### config.mk
export PLATFORM = sky130hd
export DESIGN_NAME = lpc_crc_engine
export DESIGN_NICKNAME = d
export VERILOG_FILES = /design/src/design/lpc_pkg.sv /design/src/design/lpc_crc_engine.sv /design/src/design/lpc_byte_buf.sv
export SDC_FILE = /design/constraint.sdc
export NUM_CORES = 1
export LEC_CHECK = 0
export BUFFER_PORTS_ARGS = -buffer_cell sky130_fd_sc_hd__buf_2
export CAP_MARGIN = 20
export CORE_UTILIZATION = 50
export CTS_CLUSTER_DIAMETER = 200
export DETAILED_ROUTE_END_ITERATION = 8
export GPL_TIMING_DRIVEN = 0
export PLACE_DENSITY = 0.75
export SETUP_SLACK_MARGIN = 0.02
export SYNTH_ARGS = -nofsm -noshare
export SYNTH_HDL_FRONTEND = slang
export SYNTH_SLANG_ARGS = --single-unit
### constraint.sdc
create_clock -name clock -period 3.9 [get_ports clock]
set_clock_uncertainty 0.15 [all_clocks]
set_input_delay 0.39 -clock clock [delete_from_list [all_inputs] [get_ports clock]]
set_output_delay 0.39 -clock clock [all_outputs]
set_load 0.02 [all_outputs]
### src/design/lpc_pkg.sv
// Package with types and constants for the ladder packet-check CRC engine.
package lpc_pkg;
  localparam int        LPC_W         = 8;
  localparam logic [7:0] LPC_POLY_LOW  = 8'h07;
  localparam logic [7:0] LPC_INIT_ZERO = 8'h00;
  localparam logic [2:0] LPC_LAST_STEP = 3'h7;
  localparam logic [2:0] LPC_STEP_ZERO = 3'h0;
  localparam logic [1:0] LPC_SYNC_ZERO = 2'h0;
  localparam logic [1:0] LPC_BUF_DEPTH = 2'h2;
  localparam logic [1:0] LPC_CNT_ZERO  = 2'h0;
  localparam logic [1:0] LPC_CNT_ONE   = 2'h1;
  localparam int        LPC_LINK_NS   = 160;
  localparam int        LPC_CLK_NS    = 10;
  localparam int        LPC_LINK_CYC  = LPC_LINK_NS / LPC_CLK_NS;

  // One byte entering the check, tagged as packet check byte or not.
  typedef struct packed {
    logic       is_check;
    logic [7:0] data;
  } lpc_byte_t;

  // Result of one shift step of the remainder; after the eighth step it is the byte folded into the running check value.
  typedef struct packed {
    logic       mismatch;
    logic [7:0] value;
  } lpc_result_t;

  function automatic logic [7:0] lpc_step(input logic [7:0] rem);
    lpc_step = rem[7] ? ({rem[6:0], 1'b0} ^ LPC_POLY_LOW) : {rem[6:0], 1'b0};
  endfunction : lpc_step
endpackage : lpc_pkg

### src/design/lpc_crc_engine.sv
// Serial CRC-8 packet-check engine with bit capture on the system clock at synchronised link-clock rising edges.
// Contract
// Each byte XORed into current check value.
// Shift left; XOR 0x07 when MSB set.
// Register remainder each step; eight steps/byte.
// Remainder kept to eight bits.
// Result becomes next check value, presented.
// Packet starts at zero or preload value.
// Host checks exactly the bytes it sends.
// Host verifies broadcast read check byte.
// Host may update check per byte.
// Write data LSB first, check follows; host model and deserialiser here shift MSB first.
// 40,09,FF,03 from zero gives 7F.
// Failed check sets readable error alert flag.
// Generator polynomial x^8+x^2+x+1.
// Only address, command, data bytes enter.
// Bits processed most significant first.
// Write executes only with valid check.
// Synchronous clear loads start value.
// Valid strobe accepted; done after eight steps.
`timescale 1ns/1ns
`default_nettype none
module lpc_crc_engine (
  input  wire logic              clock,
  input  wire logic              nrst,
  input  wire logic              link_clk,
  input  wire logic              link_data,
  input  wire logic              link_frame,
  input  wire logic              link_is_check,
  input  wire logic              pkt_clear,
  input  wire logic              preload_en,
  input  wire logic [7:0]        preload_value,
  input  wire logic              alert_clear,
  output logic [7:0]             running_check_value,
  output logic                   byte_done,
  output logic                   write_exec,
  output logic                   packet_check_error_alert,
  output logic                   busy,
  output logic                   rx_overflow
);
  import lpc_pkg::*;

  typedef enum logic [0:0] {ST_IDLE, ST_SHIFT} lpc_state_t;

  // Pins from the link pass two flip-flops before anything reads them.
  logic [1:0] clk_sync_ff;
  logic [1:0] dat_sync_ff;
  logic [1:0] frm_sync_ff;
  logic [1:0] chk_sync_ff;
  logic       clk_prev_ff;
  logic       rise;

  always_ff @(posedge clock) begin
    if (!nrst) begin
      clk_sync_ff <= LPC_SYNC_ZERO;
      dat_sync_ff <= LPC_SYNC_ZERO;
      frm_sync_ff <= LPC_SYNC_ZERO;
      chk_sync_ff <= LPC_SYNC_ZERO;
      clk_prev_ff <= 1'b0;
    end else begin
      clk_sync_ff <= {clk_sync_ff[0], link_clk};
      dat_sync_ff <= {dat_sync_ff[0], link_data};
      frm_sync_ff <= {frm_sync_ff[0], link_frame};
      chk_sync_ff <= {chk_sync_ff[0], link_is_check};
      clk_prev_ff <= clk_sync_ff[1];
    end
  end

  assign rise = clk_sync_ff[1] && !clk_prev_ff;

  // Deserialiser; start, stop and acknowledge bits are kept out by the framing signal.
  logic [7:0] sh_ff;
  logic [2:0] bit_cnt_ff;
  logic       in_valid_ff;
  lpc_byte_t  in_byte_ff;
  logic       in_ready;

  always_ff @(posedge clock) begin
    if (!nrst || pkt_clear) begin
      sh_ff       <= LPC_INIT_ZERO;
      bit_cnt_ff  <= LPC_STEP_ZERO;
      in_valid_ff <= 1'b0;
      in_byte_ff  <= '0;
    end else begin
      if (in_valid_ff && in_ready) begin
        in_valid_ff <= 1'b0;
      end
      if (rise && frm_sync_ff[1]) begin
        sh_ff      <= {sh_ff[6:0], dat_sync_ff[1]};
        bit_cnt_ff <= bit_cnt_ff + 3'h1;
        if (bit_cnt_ff == LPC_LAST_STEP) begin
          in_byte_ff  <= '{is_check: chk_sync_ff[1], data: {sh_ff[6:0], dat_sync_ff[1]}};
          in_valid_ff <= 1'b1;
        end
      end
    end
  end

  // A byte arriving while the holding stage is full and the buffer is not ready sets the sticky overflow flag.
  always_ff @(posedge clock) begin
    if (!nrst || pkt_clear) begin
      rx_overflow <= 1'b0;
    end else if (rise && frm_sync_ff[1] && bit_cnt_ff == LPC_LAST_STEP
                 && in_valid_ff && !in_ready) begin
      rx_overflow <= 1'b1;
    end
  end

  lpc_byte_t q_byte;
  logic      q_valid;
  logic      q_ready;
  logic      buf_nrst;

  // Flushing the buffer at packet start keeps a stale byte out of the next packet.
  assign buf_nrst = nrst && !pkt_clear;

  lpc_byte_buf u_buf (
    .clock     (clock),
    .nrst      (buf_nrst),
    .in_byte   (in_byte_ff),
    .in_valid  (in_valid_ff),
    .in_ready  (in_ready),
    .out_byte  (q_byte),
    .out_valid (q_valid),
    .out_ready (q_ready)
  );

  // Engine: one shift per clock, so a byte costs eight shift cycles plus one to accept it.
  lpc_state_t  state_ff;
  logic [7:0]  rem_ff;
  logic [2:0]  step_ff;
  logic        cur_chk_ff;
  lpc_result_t res;

  assign q_ready = (state_ff == ST_IDLE) && !pkt_clear;
  assign res     = '{mismatch: (lpc_step(rem_ff) != LPC_INIT_ZERO), value: lpc_step(rem_ff)};

  always_ff @(posedge clock) begin
    if (!nrst) begin
      state_ff   <= ST_IDLE;
      rem_ff     <= LPC_INIT_ZERO;
      step_ff    <= LPC_STEP_ZERO;
      cur_chk_ff <= 1'b0;
    end else if (pkt_clear) begin
      // A new packet abandons a half-folded byte of the old one.
      state_ff <= ST_IDLE;
      step_ff  <= LPC_STEP_ZERO;
    end else begin
      case (state_ff)
        ST_IDLE: begin
          if (q_valid && q_ready) begin
            rem_ff     <= running_check_value ^ q_byte.data;
            cur_chk_ff <= q_byte.is_check;
            step_ff    <= LPC_STEP_ZERO;
            state_ff   <= ST_SHIFT;
          end
        end
        ST_SHIFT: begin
          rem_ff  <= res.value;
          step_ff <= step_ff + 3'h1;
          if (step_ff == LPC_LAST_STEP) begin
            state_ff <= ST_IDLE;
          end
        end
        default: begin
          state_ff <= ST_IDLE;
        end
      endcase
    end
  end

  logic last_step;
  assign last_step = (state_ff == ST_SHIFT) && (step_ff == LPC_LAST_STEP) && !pkt_clear;

  always_ff @(posedge clock) begin
    if (!nrst) begin
      running_check_value <= LPC_INIT_ZERO;
    end else if (pkt_clear) begin
      running_check_value <= preload_en ? preload_value : LPC_INIT_ZERO;
    end else if (last_step) begin
      running_check_value <= res.value;
    end
  end

  always_ff @(posedge clock) begin
    if (!nrst) begin
      byte_done  <= 1'b0;
      write_exec <= 1'b0;
      busy       <= 1'b0;
    end else begin
      byte_done  <= last_step;
      // Folding the check byte in leaves zero exactly when it matched.
      write_exec <= last_step && cur_chk_ff && !res.mismatch;
      busy       <= (state_ff == ST_SHIFT) && !last_step || (q_valid && q_ready);
    end
  end

  // Setting wins over a clear arriving in the same cycle.
  always_ff @(posedge clock) begin
    if (!nrst) begin
      packet_check_error_alert <= 1'b0;
    end else if (last_step && cur_chk_ff && res.mismatch) begin
      packet_check_error_alert <= 1'b1;
    end else if (alert_clear) begin
      packet_check_error_alert <= 1'b0;
    end
  end

  steps_per_byte_a: assert property (@(posedge clock) disable iff (!nrst || pkt_clear)
    (state_ff == ST_IDLE && q_valid && q_ready) |-> ##9 byte_done)
    else $error("Byte did not finish after eight steps.");

  no_accept_busy_a: assert property (@(posedge clock) disable iff (!nrst)
    (state_ff == ST_SHIFT) |-> !q_ready)
    else $error("Byte accepted while shifting.");

  poly_step_a: assert property (@(posedge clock) disable iff (!nrst)
    (state_ff == ST_SHIFT && rem_ff[7] && !pkt_clear)
    |=> (rem_ff == ({$past(rem_ff[6:0]), 1'b0} ^ LPC_POLY_LOW)))
    else $error("Polynomial step wrong.");

  plain_step_a: assert property (@(posedge clock) disable iff (!nrst)
    (state_ff == ST_SHIFT && !rem_ff[7] && !pkt_clear)
    |=> (rem_ff == {$past(rem_ff[6:0]), 1'b0}))
    else $error("Plain shift step wrong.");

  clear_start_a: assert property (@(posedge clock) disable iff (!nrst)
    (pkt_clear && !preload_en) |=> (running_check_value == 8'h00))
    else $error("Packet did not start at zero.");

  clear_preload_a: assert property (@(posedge clock) disable iff (!nrst)
    (pkt_clear && preload_en) |=> (running_check_value == $past(preload_value)))
    else $error("Preload value not loaded.");

  error_alert_a: assert property (@(posedge clock) disable iff (!nrst)
    (last_step && cur_chk_ff && res.mismatch) |=> packet_check_error_alert)
    else $error("Check error alert not set.");

  alert_hold_a: assert property (@(posedge clock) disable iff (!nrst)
    (packet_check_error_alert && !alert_clear) |=> packet_check_error_alert)
    else $error("Check error alert not held.");

  exec_valid_a: assert property (@(posedge clock) disable iff (!nrst)
    write_exec |-> (byte_done && running_check_value == 8'h00))
    else $error("Write executed without a valid check.");

  hold_value_a: assert property (@(posedge clock) disable iff (!nrst)
    (!last_step && !pkt_clear) |=> $stable(running_check_value))
    else $error("Check value changed between bytes.");
endmodule : lpc_crc_engine
`default_nettype wire

### src/design/lpc_byte_buf.sv
// Two-entry byte buffer with valid and ready on both sides.
`timescale 1ns/1ns
`default_nettype none
module lpc_byte_buf (
  input  wire logic              clock,
  input  wire logic              nrst,
  input  wire lpc_pkg::lpc_byte_t in_byte,
  input  wire logic              in_valid,
  output logic                   in_ready,
  output lpc_pkg::lpc_byte_t     out_byte,
  output logic                   out_valid,
  input  wire logic              out_ready
);
  import lpc_pkg::*;

  lpc_byte_t  mem_ff [2];
  logic       wr_ptr_ff;
  logic       rd_ptr_ff;
  logic [1:0] cnt_ff;
  logic       push;
  logic       pop;

  assign in_ready  = (cnt_ff != LPC_BUF_DEPTH);
  assign out_valid = (cnt_ff != LPC_CNT_ZERO);
  assign out_byte  = mem_ff[rd_ptr_ff];
  assign push      = in_valid && in_ready;
  assign pop       = out_valid && out_ready;

  always_ff @(posedge clock) begin
    if (push) begin
      mem_ff[wr_ptr_ff] <= in_byte;
    end
  end

  always_ff @(posedge clock) begin
    if (!nrst) begin
      wr_ptr_ff <= 1'b0;
      rd_ptr_ff <= 1'b0;
      cnt_ff    <= LPC_CNT_ZERO;
    end else begin
      if (push) begin
        wr_ptr_ff <= ~wr_ptr_ff;
      end
      if (pop) begin
        rd_ptr_ff <= ~rd_ptr_ff;
      end
      if (push && !pop) begin
        cnt_ff <= cnt_ff + LPC_CNT_ONE;
      end else if (pop && !push) begin
        cnt_ff <= cnt_ff - LPC_CNT_ONE;
      end
    end
  end
endmodule : lpc_byte_buf
`default_nettype wire

==> results.toml <==
[timing]
max_slew.worst_pin.slew_ns = 0.600
timing.final.max_slew_violations = 0
finalHoldViolations = 0
timing.final.crit_period_ns = 1.93
setup-tns-final_ns = 0
fmaxAchievable_mhz = 517
setup_slack_ns = 1.97
slew-limit-headroom_pct = 59.8
final.period_utilization_pct = 49.6
setup_violations = 0
grt_setup_unrepaired = "false"

[cells_and_area]
antenna_cells_inserted = 0
drive_above_1_share_pct = 17.3
nFillCells = 549
layout.nets = 377
area_growth_pct = 13.3
postLayoutCellArea_um2 = 3690

[logic_synthesis]
synth-async-reset-ratio_pct = 0
syn_area_um2 = 3260
netlist_cell_types = 42
synth_edf_count = 18
yosys_warnings = 0
ys_ff_latch = 78
syn_inst = 315
avgSynthCellArea_um2 = 10.3
syn_nets = 338
synth_top_flop_cell = "sky130_fd_sc_hd__dfxtp_1"
synth_seq_area_share_pct = 53.5

[global_routing]
grt_first_pass_wirelength_um = 10300
track_usage_pct = 20.8
grt_antenna_before_repair = 0
number_of_global_route_vias_before_repair = 2200
pin_count_of_the_biggest_net_entering_global_routing = 16
gr-total-overflow = 0

[run]
drv_cap = 0

[cts]
cts_hold_buf = 0
clk_transition_reported_paths_ns = 0.09
clock_tree_from_tritoncts = "yes"
clock_insertion_delay_at_the_later_pin_of_the_skew_report_ns = 0.36
cts_buffer_count = 9
post_cts_sizing = 0
clk_path_buf_depth = 2
root_buffer = "sky130_fd_sc_hd__clkbuf_8"
clock_sinks = 78
number_of_levels_in_the_clock_h_tree = 3
post_cts.repair.setup_buffers = 0

[route]
wl_per_cell_um = 14.7
drt_first_iter_violations = 168
drc = 0
drt-vias-per-instance = 5.43
antenna_violating_nets_post_route = 0
vias = 2368
detail_route.first_pass.iterations = 4
routed_wirelength_um = 6420

[critical_path]
crit_path_max_incr_delay_ns = 0.35
buffer_and_inverter_count_on_the_worst_path = 2
worstReg2RegStart = "state_ff"
critPathTopFamily = "simple AND/OR/NAND/NOR gates"
critical_path.startpoint_type = "register"
cp.required_ns = 4.04
criticalPathCategory = "reg -> reg"
r2r_end = "u_buf.cnt_ff[1]"
reg2reg_depth = 6
worst_path_max_delay_cell = "sky130_fd_sc_hd__or3_1"
critPathMaxFanout = 10
critical_path.endpoint_type = "register"
setup.reg_to_reg.worst_slack_ns = 1.97
worstPathArrival_ns = 2.08
crit_chain = "buf_6 > buf_4 > or2_4 > ha_1 > or3_1 > a21oi_1"

[power_and_ir_drop]
power.density_cell_area_nw_per_um2 = 403
ir_worst_vdd_mv = 0.402
static-leakage-power_uw = 0.00148

[status]
status = "finished, final reports clean"

[floorplan]
die_x_um = 82.7
floorplan.io_pins = 30
core_area_um2 = 6310
placementRows = 29
die_y_um = 82.7
design.die.area_um2 = 6840
initial_utilization_pct = 51.6

[placed_design]
place_ws_ns = 1.85
gpl.final_weighted_congestion = 0.832
dp_hpwl_um = 4570
portBuffers = 28
placement.cell_area_um2 = 3490

[worst_hold_path]
min_delay_path_depth = 2
whs_endpoint = "chk_sync_ff[0]"
worstHoldStart = "link_is_check"
holdCritPathClass = "in -> reg"
through the flow:
step	hold slack (ns)	total power, µW	util (%)	std cells
after floorplan	0.262	884	-	315
after global placement	0.265	904	55.3	420
after detailed placement	0.272	905	55.3	420
after CTS	0.0660	1490	58.4	436
after global routing	0.0684	1540	58.4	436
final	0.0777	1490	58.4	436
per-layer routing:
layer	track usage [%]	up-vias	part of all wire, %
li1	-	1185	-
met1	26.5	1135	47
met2	33.5	38	48
met3	4.62	10	3.4
met4	9.83	0	1.9
met5	0	-	0
cells in the final DEF (no fill, tap or decap), drive strengths merged, types with 7 or more instances in the layout:
master	netlist	routed
a21boi	7	7
a21oi	33	33
a311oi	7	7
and2	10	10
and3	7	7
buf	15	43
clkbuf	3	13
dfxtp	60	60
edfxtp	18	18
inv	6	10
mux2i	25	25
nand2	29	29
nand3	8	8
nor2	26	26
nor2b	11	11
o21ai	11	11
worst max path at each step:
stage | from | endpoint | slack (ns) | depth (start not counted)
after floorplan | state_ff | u_buf.cnt_ff[1] | 2.10 | 6
after global placement | pkt_clear | u_buf.cnt_ff[1] | 1.90 | 6
after detailed placement | pkt_clear | u_buf.cnt_ff[1] | 1.85 | 6
after CTS | state_ff | u_buf.cnt_ff[1] | 1.95 | 6
after global routing | u_buf.cnt_ff[0] | u_buf.cnt_ff[1] | 1.87 | 5
final | state_ff | u_buf.cnt_ff[1] | 1.97 | 6
layout make-up:
class                   count  area, µm²  share of cell area [%]
plain buffers              20        163                    4.41
repair buffers             28        140                    3.80
well taps                  77       96.3                    2.61
inverters                   7       26.3                   0.712
clock buffers              10        149                    4.04
multi-input cells         210       1330                    35.9
flip-flops and latches     78       1740                    47.2
clock inverters             6       48.8                    1.32
Yosys cell counts, drive strengths merged, types with 2 or more instances:
library cell / n / area share, %
nor2: 26 / 3.0
nand3b: 4 / 0.92
dfxtp: 60 / 37
a211oi: 2 / 0.46
xor2: 3 / 0.81
and3: 7 / 1.3
nand2b: 2 / 0.38
nand3: 8 / 1.2
or3: 4 / 0.77
edfxtp: 18 / 17
a21boi: 7 / 1.6
nor2b: 11 / 2.2
mux2i: 25 / 7.7
ha: 6 / 2.3
nand4b: 2 / 0.54
a21oi: 33 / 5.1
nand2: 29 / 3.3
a311oi: 7 / 1.9
and2: 10 / 1.9
o21ai: 11 / 1.7
inv: 6 / 0.69
buf: 15 / 3.7
nor4: 2 / 0.38
clkbuf: 3 / 0.35
logic make-up (layout without fill, tap and decap cells):
family                     after synthesis  in the layout  share of synthesized area (%)
and+or+nand+nor                        109            109                           17.0
DFF                                     78             78                           53.5
AOI/OAI and AO/OA                       66             66                           12.6
buffers and inverters                   27             71                           5.80
muxes                                   25             25                           7.69
adders and majority gates                6              6                           2.31
xor gates and xnor gates                 4              4                           1.08
worst register-to-register path, delay by kind of cell (launching register included):
family	cells	cell delay (ns)
and+or+nand+nor	2	0.61
buffers and inverters	2	0.31
adders and majority gates	1	0.33
DFF	1	0.32
AOI/OAI and AO/OA	1	0.15
where the power goes:
group	internal, µW	switching (µW)	total (µW)	leakage (µW)
clock network	279	323	602	0.000103
logic	22.9	30.5	53.4	0.000721
registers	828	4.54	833	0.000660
flip-flops by register name, indices dropped and copies added (netlist names), 3 cells and up, named ones only:
name                 count
bit_cnt_ff               3
in_byte_ff               9
rem_ff                   8
running_check_value      8
sh_ff                    7
step_ff                  3
u_buf.mem_ff            18
Note: power is estimated with default switching activity, not from simulation.
